**config.mk**
```make
export PLATFORM = sky130hd
export DESIGN_NAME = thl_trip_recorder
export DESIGN_NICKNAME = d
export VERILOG_FILES = /design/src/thl_pkg.sv /design/src/thl_hist_if.sv /design/src/thl_trip_recorder.sv /design/src/thl_history.sv /design/src/thl_freeze.sv
export VERILOG_INCLUDE_DIRS = /design/src
export SDC_FILE = /design/constraint.sdc
export NUM_CORES = 1
export LEC_CHECK = 0
export BUFFER_PORTS_ARGS = -buffer_cell sky130_fd_sc_hd__buf_2
export CORE_AREA = 5 5 311 313
export CTS_BUF_LIST = sky130_fd_sc_hd__clkbuf_16
export CTS_CLUSTER_DIAMETER = 150
export DETAILED_ROUTE_END_ITERATION = 16
export DIE_AREA = 0 0 316 318
export MAX_ROUTING_LAYER = met4
export PLACE_DENSITY_LB_ADDON = 0.2
export SLEW_MARGIN = 40
export SYNTH_ARGS = -nofsm -noshare
export SYNTH_HDL_FRONTEND = slang
export SYNTH_HIERARCHICAL = 1
export SYNTH_SLANG_ARGS = --single-unit
export TNS_END_PERCENT = 5
```
**constraint.sdc**
```tcl
create_clock -name ref_clk -period 25.9 [get_ports ref_clk]
set_input_delay 3.885 -clock ref_clk [delete_from_list [all_inputs] [get_ports ref_clk]]
set_output_delay 3.885 -clock ref_clk [all_outputs]
set_load 0.03 [all_outputs]
```
**src/thl_params.svh**
```systemverilog
// Purpose: constants of the trip history recorder
// Assumes: 32-bit ahb-lite register bus, word access only
// Notes  : byte offsets, field bits, reset values and sizes
`ifndef THL_PARAMS_SVH
`define THL_PARAMS_SVH

// sizes
`define THL_DEPTH       10
`define THL_NQTY        20
`define THL_QW          16

// register byte offsets
`define THL_OFF_CTRL    12'h000
`define THL_OFF_LOGCLR  12'h004
`define THL_OFF_STAT    12'h008
`define THL_OFF_IRQ     12'h00c
`define THL_OFF_MASK    12'h010
`define THL_BASE_CODE   12'h040
`define THL_BASE_SUB    12'h080
`define THL_BASE_DATE   12'h0c0
`define THL_BASE_TIME   12'h100

// fields and values
`define THL_CTRL_NOFRZ  4
`define THL_CLR_KEY     32'h0000_00ff
`define THL_CTRL_RST    8'h00
`define THL_MASK_RST    3'h0
`define THL_IRQ_TRIP    0
`define THL_IRQ_TCLR    1
`define THL_IRQ_LCLR    2
`define THL_HSIZE_WORD  3'h2

`endif

```
**src/thl_pkg.sv**
```systemverilog
// Purpose: shared types of the trip history recorder
// Assumes: constants come from thl_params.svh
// Notes  : widths of one log entry are fixed here
package thl_pkg;
    `include "thl_params.svh"

    // one log entry: code, sub-code, date and time stamps
    typedef struct packed {
        logic [7:0]  code;
        logic [7:0]  sub;
        logic [15:0] date;
        logic [15:0] tod;
    } thl_entry_t;

    // whole state of the top module
    typedef struct packed {
        logic        tripped;  // trip active
        logic [7:0]  ctrl;     // trip behaviour control
        logic [2:0]  irqStat;  // sticky events
        logic [2:0]  irqMask;  // interrupt enables
        logic        dpWr;     // write data phase pending
        logic [11:0] dpAddr;   // address of that phase
        logic [31:0] rdData;   // read data for the bus
    } thl_top_st_t;
endpackage

```
**src/thl_hist_if.sv**
```systemverilog
// Purpose: link between control and the trip log store
// Assumes: one clock, driven by the control side
// Notes  : read port is combinational from the store
`timescale 1ns/1ns
interface thl_hist_if;
    import thl_pkg::*;
    logic       push;      // log one new trip
    logic       clear;     // wipe whole log
    logic       subValid;  // new trip carries a sub-code
    thl_entry_t newEntry;  // entry to log
    logic [3:0] rdIdx;     // entry to read
    thl_entry_t rdEntry;   // entry read back

    modport ctl (output push, clear, subValid, newEntry, rdIdx, input rdEntry);
    modport store (input push, clear, subValid, newEntry, rdIdx, output rdEntry);
endinterface

```
**src/thl_trip_recorder.sv**
```systemverilog
// Purpose: trip recorder with log, freeze and register bus
// Assumes: inputs synchronous to ref_clk, word-only bus
// Notes  : bus slave answers with no wait states
//
// The placing of the registers and the AHB-Lite slave port were chosen for this implementation.
`timescale 1ns/1ns
`include "thl_params.svh"
module thl_trip_recorder
    import thl_pkg::*;
#(
    parameter int DEPTH = `THL_DEPTH,  // log entries
    parameter int NQTY  = `THL_NQTY,   // monitored quantities
    parameter int QW    = `THL_QW      // bits per quantity
)
(
    input  wire logic                ref_clk,       // 25 MHz clock
    input  wire logic                reset_n,       // async reset, low
    input  wire logic                hsel,          // slave select
    input  wire logic [31:0]         haddr,         // byte address
    input  wire logic [1:0]          htrans,        // transfer type
    input  wire logic                hwrite,        // write when high
    input  wire logic [2:0]          hsize,         // transfer size
    input  wire logic [31:0]         hwdata,        // write data
    input  wire logic                hready,        // bus ready
    output      logic [31:0]         hrdata,        // read data
    output      logic                hreadyout,     // slave ready
    output      logic                hresp,         // always okay
    input  wire logic                tripEvt,       // trip pulse
    input  wire logic [7:0]          tripCode,      // numeric trip code
    input  wire logic                tripHasSub,    // sub-code valid
    input  wire logic [7:0]          tripSubCode,   // sub-code
    input  wire logic                tripClearEvt,  // trip reset pulse
    input  wire logic [15:0]         dateNow,       // current date
    input  wire logic [15:0]         timeNow,       // current time
    input  wire logic [NQTY*QW-1:0]  liveQty,       // live quantities
    output      logic [NQTY*QW-1:0]  heldQty,       // shown quantities
    output      logic                pwrStageEn,    // power stage enable
    output      logic                tripped,       // trip standing
    output      logic                irq            // interrupt, high
);
    // log index is four bits wide, quantities need whole bits
    if (DEPTH < 2 || DEPTH > 16 || NQTY < 1 || QW < 1)
    begin : g_chk
        $error("thl_trip_recorder: bad DEPTH, NQTY or QW");
    end

    // ************************************************
    // reset release
    // ************************************************

    logic [1:0] rstSync_r;  // release pipeline
    logic       rstN;       // synchronised reset

    // assert at once, release after two edges
    always_ff @(posedge ref_clk or negedge reset_n)
    begin
        if (!reset_n)
            rstSync_r <= 2'h0;
        else
            rstSync_r <= {rstSync_r[0], 1'b1};
    end

    assign rstN = rstSync_r[1];

    // ************************************************
    // declarations
    // ************************************************

    thl_top_st_t state_r;    // registered state
    thl_top_st_t state_nxt;  // next state

    thl_hist_if  hb ();      // log store link

    logic        addrAcc;    // address phase taken
    logic        rdIrq;      // read of event register
    logic        logClr;     // log clear write
    logic        frz;        // freeze quantities
    logic [2:0]  evt;        // event pulses
    logic [11:0] aLow;       // decoded address bits
    logic [31:0] rdVal;      // read mux value
    logic [4:0]  hitCode;    // code region hit
    logic [4:0]  hitSub;     // sub-code region hit
    logic [4:0]  hitDate;    // date region hit
    logic [4:0]  hitTime;    // time region hit

    // ************************************************
    // helpers
    // ************************************************

    // bit 4 set on a hit, low bits give the entry
    function automatic logic [4:0] regionIdx(
        input logic [11:0] a,
        input logic [11:0] base
    );
        regionIdx = 5'h00;
        if (a[11:6] == base[11:6] && 32'(a[5:2]) < DEPTH)
        begin
            regionIdx = {1'b1, a[5:2]};
        end
    endfunction

    // ************************************************
    // bus address phase
    // ************************************************

    // upper address bits are not decoded: the map aliases
    assign aLow    = haddr[11:0];
    assign addrAcc = hsel && htrans[1] && hready;
    assign rdIrq   = addrAcc && !hwrite && aLow == `THL_OFF_IRQ;

    assign hitCode = regionIdx(aLow, `THL_BASE_CODE);
    assign hitSub  = regionIdx(aLow, `THL_BASE_SUB);
    assign hitDate = regionIdx(aLow, `THL_BASE_DATE);
    assign hitTime = regionIdx(aLow, `THL_BASE_TIME);

    // ************************************************
    // read mux
    // ************************************************

    // unmapped addresses read zero
    always_comb
    begin
        rdVal = 32'h0000_0000;
        unique case (aLow)
            `THL_OFF_CTRL:
            begin
                rdVal = {24'h00_0000, state_r.ctrl};
            end
            `THL_OFF_STAT:
            begin
                rdVal = {29'h0, frz, pwrStageEn, state_r.tripped};
            end
            `THL_OFF_IRQ:
            begin
                rdVal = {29'h0, state_r.irqStat};
            end
            `THL_OFF_MASK:
            begin
                rdVal = {29'h0, state_r.irqMask};
            end
            default:
            begin
                // log regions share one read port
                if (hitCode[4])
                    rdVal = {24'h00_0000, hb.rdEntry.code};
                else if (hitSub[4])
                    rdVal = {24'h00_0000, hb.rdEntry.sub};
                else if (hitDate[4])
                    rdVal = {16'h0000, hb.rdEntry.date};
                else if (hitTime[4])
                    rdVal = {16'h0000, hb.rdEntry.tod};
            end
        endcase
    end

    // ************************************************
    // log store
    // ************************************************

    // clear accepted only from the register bus
    assign logClr = state_r.dpWr
                 && state_r.dpAddr == `THL_OFF_LOGCLR
                 && hwdata == `THL_CLR_KEY;

    assign hb.push          = tripEvt;
    assign hb.clear         = logClr;
    assign hb.subValid      = tripHasSub;
    // one whole-entry driver, fields in struct order
    assign hb.newEntry      = {tripCode, tripSubCode, dateNow, timeNow};
    assign hb.rdIdx         = aLow[5:2];

    thl_history #(
        .DEPTH   (DEPTH)
    ) u_hist (
        .ref_clk (ref_clk),
        .rstN    (rstN),
        .hb      (hb)
    );

    // ************************************************
    // freeze of monitored quantities
    // ************************************************

    // includes the trip cycle so pre-trip values are held
    assign frz = (state_r.tripped || tripEvt)
              && !state_r.ctrl[`THL_CTRL_NOFRZ];

    thl_freeze #(
        .NQTY    (NQTY),
        .QW      (QW)
    ) u_frz (
        .ref_clk (ref_clk),
        .rstN    (rstN),
        .freeze  (frz),
        .liveQty (liveQty),
        .heldQty (heldQty)
    );

    // ************************************************
    // state update
    // ************************************************

    assign evt = {logClr, tripClearEvt, tripEvt};

    always_comb
    begin
        state_nxt = state_r;

        // trip latch, a new trip beats a clear
        if (tripEvt)
            state_nxt.tripped = 1'b1;
        else if (tripClearEvt)
            state_nxt.tripped = 1'b0;

        // sticky events, set wins over read clear
        state_nxt.irqStat = (rdIrq ? 3'h0 : state_r.irqStat) | evt;

        // data phase of a write
        if (state_r.dpWr)
        begin
            unique case (state_r.dpAddr)
                `THL_OFF_CTRL:
                begin
                    state_nxt.ctrl = hwdata[7:0];
                end
                `THL_OFF_MASK:
                begin
                    state_nxt.irqMask = hwdata[2:0];
                end
                default:
                begin
                    // other writes ignored
                end
            endcase
        end

        // next address phase; sub-word writes dropped
        state_nxt.dpWr   = addrAcc && hwrite && hsize == `THL_HSIZE_WORD;
        state_nxt.dpAddr = aLow;

        // read data captured at address phase
        if (addrAcc && !hwrite)
        begin
            state_nxt.rdData = rdVal;
        end
    end

    always_ff @(posedge ref_clk or negedge rstN)
    begin
        if (!rstN)
        begin
            state_r         <= '0;
            state_r.ctrl    <= `THL_CTRL_RST;
            state_r.irqMask <= `THL_MASK_RST;
        end
        else
        begin
            state_r <= state_nxt;
        end
    end

    // ************************************************
    // outputs
    // ************************************************

    // no wait states, only okay answers
    assign hreadyout = 1'b1;
    assign hresp     = 1'b0;
    assign hrdata    = state_r.rdData;

    // power stage dropped in the trip cycle itself
    assign pwrStageEn = !state_r.tripped && !tripEvt;
    assign tripped    = state_r.tripped;
    assign irq        = |(state_r.irqStat & state_r.irqMask);
endmodule

```
**src/thl_history.sv**
```systemverilog
// Purpose: shift log of the most recent trips with stamps
// Assumes: push and clear are one-cycle pulses
// Notes  : clear and push together leave only the new trip
`timescale 1ns/1ns
`include "thl_params.svh"
module thl_history
    import thl_pkg::*;
#(
    parameter int DEPTH = `THL_DEPTH  // entries kept
)
(
    input wire logic  ref_clk,  // clock
    input wire logic  rstN,     // synchronised reset, low
    thl_hist_if.store hb        // log port
);
    // ************************************************
    // state
    // ************************************************
    typedef struct packed {
        thl_entry_t [DEPTH-1:0] ent;  // entry 0 newest
    } thl_hist_st_t;

    thl_hist_st_t state_r;    // registered log
    thl_hist_st_t state_nxt;  // next log

    // shift needs two entries, index is four bits
    if (DEPTH < 2 || DEPTH > 16)
    begin : g_chk
        $error("thl_history: DEPTH must be 2..16");
    end

    // next log: wipe first, then shift in
    always_comb
    begin
        state_nxt = state_r;
        if (hb.clear)
        begin
            state_nxt.ent = '0;
        end
        if (hb.push)
        begin
            for (int i = DEPTH - 1; i > 0; i--)
            begin
                state_nxt.ent[i] = state_nxt.ent[i-1];
            end
            state_nxt.ent[0] = hb.newEntry;
            if (!hb.subValid)
            begin
                state_nxt.ent[0].sub = 8'h00;
            end
        end
    end

    always_ff @(posedge ref_clk or negedge rstN)
    begin
        if (!rstN)
            state_r <= '0;
        else
            state_r <= state_nxt;
    end

    // out of range reads give zero
    assign hb.rdEntry = (32'(hb.rdIdx) < DEPTH) ? state_r.ent[hb.rdIdx] : '0;
endmodule

```
**src/thl_freeze.sv**
```systemverilog
// Purpose: hold monitored quantities while a trip stands
// Assumes: freeze already includes the trip of this cycle
// Notes  : output is the value of the cycle before the trip
`timescale 1ns/1ns
`include "thl_params.svh"
module thl_freeze
    import thl_pkg::*;
#(
    parameter int NQTY = `THL_NQTY,  // quantities
    parameter int QW   = `THL_QW     // bits each
)
(
    input  wire logic                ref_clk,  // clock
    input  wire logic                rstN,     // synchronised reset, low
    input  wire logic                freeze,   // hold values
    input  wire logic [NQTY*QW-1:0]  liveQty,  // live values
    output      logic [NQTY*QW-1:0]  heldQty   // shown values
);
    if (NQTY < 1 || QW < 1 || QW > 32)
    begin : g_chk
        $error("thl_freeze: bad NQTY or QW");
    end

    typedef struct packed {
        logic [NQTY*QW-1:0] held;  // snapshot
    } thl_frz_st_t;

    thl_frz_st_t state_r;    // registered snapshot
    thl_frz_st_t state_nxt;  // next snapshot

    // follow live values unless frozen
    always_comb
    begin
        state_nxt = state_r;
        if (!freeze)
        begin
            state_nxt.held = liveQty;
        end
    end

    always_ff @(posedge ref_clk or negedge rstN)
    begin
        if (!rstN)
            state_r <= '0;
        else
            state_r <= state_nxt;
    end

    assign heldQty = state_r.held;
endmodule

```
* Word-level counts from Yosys, hierarchy flattened *
Cells that the tools add are included.

storage, ports and cells
  flip-flop bits (word level) = 862
  bits of input ports = 445
  output and inout bits = 357
  logic and storage cells = 108

cells by class
  magnitude comparators = 2
  equality and inequality tests = 11
  multiplexer cells = 18
  bitwise logic cells = 2
  reductions and logical operators = 26

operators by type and width
  kind                   number
  $mux W480              2
  $bmux W48 S4           1
  $mux W48               2
  $mux W16               4
  $pmux W16 S4           1
  $eq A32 B8 Y1 const B  1
  $eq A12 B4 Y1 const B  2
  $eq A12 B5 Y1 const B  2
  $logic_not A12 Y1      2
  $mux W5                4
  $logic_and A1 B1 Y1    14
  $eq A12 B3 Y1 const B  1
  $eq A6 B2 Y1 const B   2
  $mux W8                1
  $eq A6 B1 Y1 const B   1
  $eq A6 B3 Y1 const B   1
  $lt A4 B5 Y1 const B   1
  $logic_not A1 Y1       4
  $lt A4 B4 Y1 const B   1
  $reduce_and A2 Y1      2
  $reduce_bool A2 Y1     2
  $and A3 B3 Y3          1
  $eq A3 B2 Y1 const B   1
  $mux W3                1
  other kinds (4)        5

* Depth between registers and ports, before layout *
  depth in word-level cells = 8
  gate-level depth with buffers = 11
  mapped depth without buffers = 7

* Cells and area by module *
The synthesis kept the hierarchy.

modules (own cells, without submodules)
  module             instances  cells an instance  area each (um^2)
  thl_history        1          1903               22905.7
  thl_freeze         1          676                13419.1
  thl_trip_recorder  1          260                2601.2

* Least setup slack after synthesis *
Ideal clock, no wire load.

  kind = input to output
  start = input tripEvt
  end = output pwrStageEn
  arrival time = 4348 ps
  data required time = 22015 ps
  setup slack = 17667 ps
  stages = 1
  path through = nor2_1

on the way
  word-level cells in the longest chain between the ends = 2

RTL lines
  item                 RTL line                  source
  start, declared      thl_trip_recorder.sv:28   input wire logic tripEvt,
  $logic_not A1 Y1     thl_trip_recorder.sv:272  assign pwrStageEn = !state_r.tripped && !tripEvt;
  $logic_and A1 B1 Y1  thl_trip_recorder.sv:272
  end, declared        thl_trip_recorder.sv:37   output logic pwrStageEn,

No other way between the ends.

* Final worst setup path *
Ends and elaborated chain as after synthesis.

==> results.json <==
{
  "p_leak_uw": 0.02380,
  "place_congestion": 0.8925,
  "dp_hpwl_um": 93170,
  "cts_buffers": 96,
  "antenna_found_initial": 46,
  "fin_crit_sh_pct": 34.00,
  "dieArea_sq_um": 100500,
  "finalInstanceArea_sq_um": 46430,
  "cts-root-buf": "clkbuf_16",
  "crit_slowest_cell": "nor2_2",
  "worstSkewPairLatency_ps": 660,
  "path_cells": "buf_8 -> nor2_2 -> buf_2",
  "cts_setup_buffers": 0,
  "path_max_fanout": 46,
  "grt_pass1_vias": 25333,
  "synth_top_cell_by_area": "dfrtp_1",
  "area_delta_synth_final_pct": 19.28,
  "ys_ff_latch": 846,
  "drtIter0Drc": 1952,
  "cp_top_family": "buffers and inverters",
  "synth.yosys.seq_area_share_pct": 54.39,
  "syn_area_sq_um": 38930,
  "place_area_sq_um": 43130,
  "grt_setup_unrepaired": "false",
  "die_h_um": 318,
  "worst_pin_slew_ps": 907.2,
  "hold_class": "register to async pin",
  "synth-main-ff-cell": "dfrtp_1",
  "path_buf_inv": 2,
  "r2r_cells": 8,
  "yosysTopAreaCellShare_pct": 54.39,
  "firstDrtPassIters": 5,
  "critical_path_required_ps": 22010,
  "cts-resized-gates": 0,
  "clk_pin_slew_ps": 60,
  "synth_cell_type_count": 51,
  "finalNonFillerCells": 4885,
  "setup_viol": 0,
  "status": "finished clean",
  "r2r_end": "u_hist/state_r[59]",
  "die_x_um": 316,
  "relSlewSlack_pct": 39.34,
  "drtAntennaViolNets": 0,
  "post_drt_wl_per_cell_um": 26.42,
  "ctsHtreeMaxLevel": 3,
  "synth_area_leaders": "dfrtp_1 (54%), mux2i_1 (12%), mux2_4 (12%)",
  "yosysMostFrequentCell": "dfrtp_1",
  "arrival_ps": 4920,
  "finalCriticalPeriod_ps": 8807,
  "synth_commonest_cells": "dfrtp_1 (846), mux2i_1 (484), nor2_1 (483)",
  "fp-row-count": 113,
  "dp_cells": 4688,
  "skew_ps": 32.05,
  "start_util_pct": 41.40,
  "max-vdd-ir-drop_v": 0.00004924,
  "drc": 0,
  "clkSinkCount": 846,
  "reg2reg_slack_ps": 22120,
  "grt_max_degree": 163,
  "final_nets": 3971,
  "setup_tns_ps": 0,
  "vias": 25443,
  "maxSlewViolCount": 0,
  "postSynth.asyncResetShare_pct": 100.0,
  "port_buffers": 762,
  "ctsHoldBuffers": 0,
  "yosys_warnings": 6,
  "syn_area_per_cell_sq_um": 13.71,
  "core-area_sq_um": 94020,
  "max_stage_delay_ps": 500,
  "finalHoldViolations": 0,
  "vias_per_cell": 5.208,
  "drive_gt1_share_pct": 39.93,
  "grt_first_pass_wirelength_um": 183400,
  "wirelength_um": 129100,
  "grt_overflow": 0,
  "synth_enable_flop_cells": 0,
  "clock.fmax_mhz": 113.5,
  "r2r_start": "state_r[37]",
  "cts_tree": "done",
  "p_per_area_nw_per_um2": 90.65,
  "worstSetupPathType": "input pin to output port",
  "postSynthCellCount": 2839,
  "grt_usage_pct": 25.54,
  "worst_setup_path_end_kind": "output port",
  "critPathLaunchType": "input pin",
  "pin_count": 802,
  "drv_cap": 0,
  "clockBufferDepth": 3
}
[layout by cell type (no fill, tap or decap), types with 5 or more instances in the layout]
| master | count |
|---|---|
| a21oi_1 | 12 |
| a22o_1 | 63 |
| buf_12 | 8 |
| buf_16 | 7 |
| buf_2 | 760 |
| buf_4 | 20 |
| buf_6 | 14 |
| bufinv_16 | 11 |
| clkbuf_16 | 98 |
| clkinv_1 | 22 |
| clkinv_2 | 15 |
| clkinvlp_4 | 5 |
| conb_1 | 19 |
| dfrtp_1 | 845 |
| diode_2 | 21 |
| inv_1 | 18 |
| mux2_2 | 140 |
| mux2_4 | 300 |
| mux2i_1 | 484 |
| mux4_1 | 12 |
| mux4_2 | 29 |
| nand2_1 | 14 |
| nand3_1 | 23 |
| nor2_1 | 480 |
| nor3_1 | 8 |
| o21ai_0 | 16 |
| o22ai_1 | 61 |
| o2bb2ai_1 | 8 |
| o32ai_1 | 46 |
[worst reg2reg max path, stage by stage, from the launching register on]
cell and delay, ps:
dfrtp_1 360, nor4b_1 310, nand3_1 270, or2_2 380
nor4_2 440, buf_12 340, buf_6 660, buf_6 680
nor2_1 180
[routing by layer]
| metal | global-route usage [%] | share of wire (%) | vias to the layer above |
|---|---|---|---|
| met5 | - | 0 | - |
| met4 | 10.60 | 4.0 | 0 |
| met3 | 7.815 | 8.5 | 194 |
| met2 | 35.51 | 43 | 789 |
| met1 | 34.80 | 44 | 12969 |
| li1 | - | - | 11491 |
[kinds of logic after synthesis]
group,count (synthesis),share of synthesized area (%)
flops,846,54.39
buf+inv,243,4.802
mux,966,30.58
simple gates,565,5.969
compound gates,217,4.240
other cells,2,0.01929
[cell type report]
| type | instances | area, sq um |
|---|---|---|
| fill | 8399 | 47590 |
| sequential | 846 | 21170 |
| multi-input combinational | 1767 | 16000 |
| timing repair buffer | 813 | 4524 |
| clock buffer | 98 | 2452 |
| tap | 1265 | 1583 |
| clock inverter | 73 | 639.4 |
| antenna | 21 | 52.55 |
| inverter | 2 | 7.507 |
[how the worst max path moves through the flow]
stage,from,to,cells past startpoint
2_1_floorplan,rstSync_r[1],hrdata[0],0
3_3_place_gp,tripEvt,pwrStageEn,3
3_5_place_dp,tripEvt,pwrStageEn,3
4_1_cts,tripEvt,pwrStageEn,3
5_1_grt,tripEvt,pwrStageEn,3
6_report,tripEvt,pwrStageEn,3
[power breakdown]
group          internal (uW)  switching, uW
logic                    440            572
clock network            792            562
registers               1630            218
total                   2860           1350
[sequential cells by signal, indices dropped and copies added (netlist names)]
signal,cells
hrdata,16
rstSync_r,2
state_r,27
tripped,1
u_frz/heldQty,320
u_hist/state_r,480
[per-stage QoR]
step | util [%] | total power [uW] | hold WS, ps | worst slack [ps]
final | 49.38 | 4209 | 256.7 | 17090
after global routing | 49.37 | 4416 | 285.8 | 16940
after CTS | 49.16 | 4247 | 277.4 | 16880
after detailed placement | 45.87 | 2870 | 286.0 | 16880
after global placement | 45.68 | 2847 | 336.2 | 16560
after floorplan | - | 2536 | 331.2 | 572.4
No activity file was read; power rests on OpenSTA's default activity.
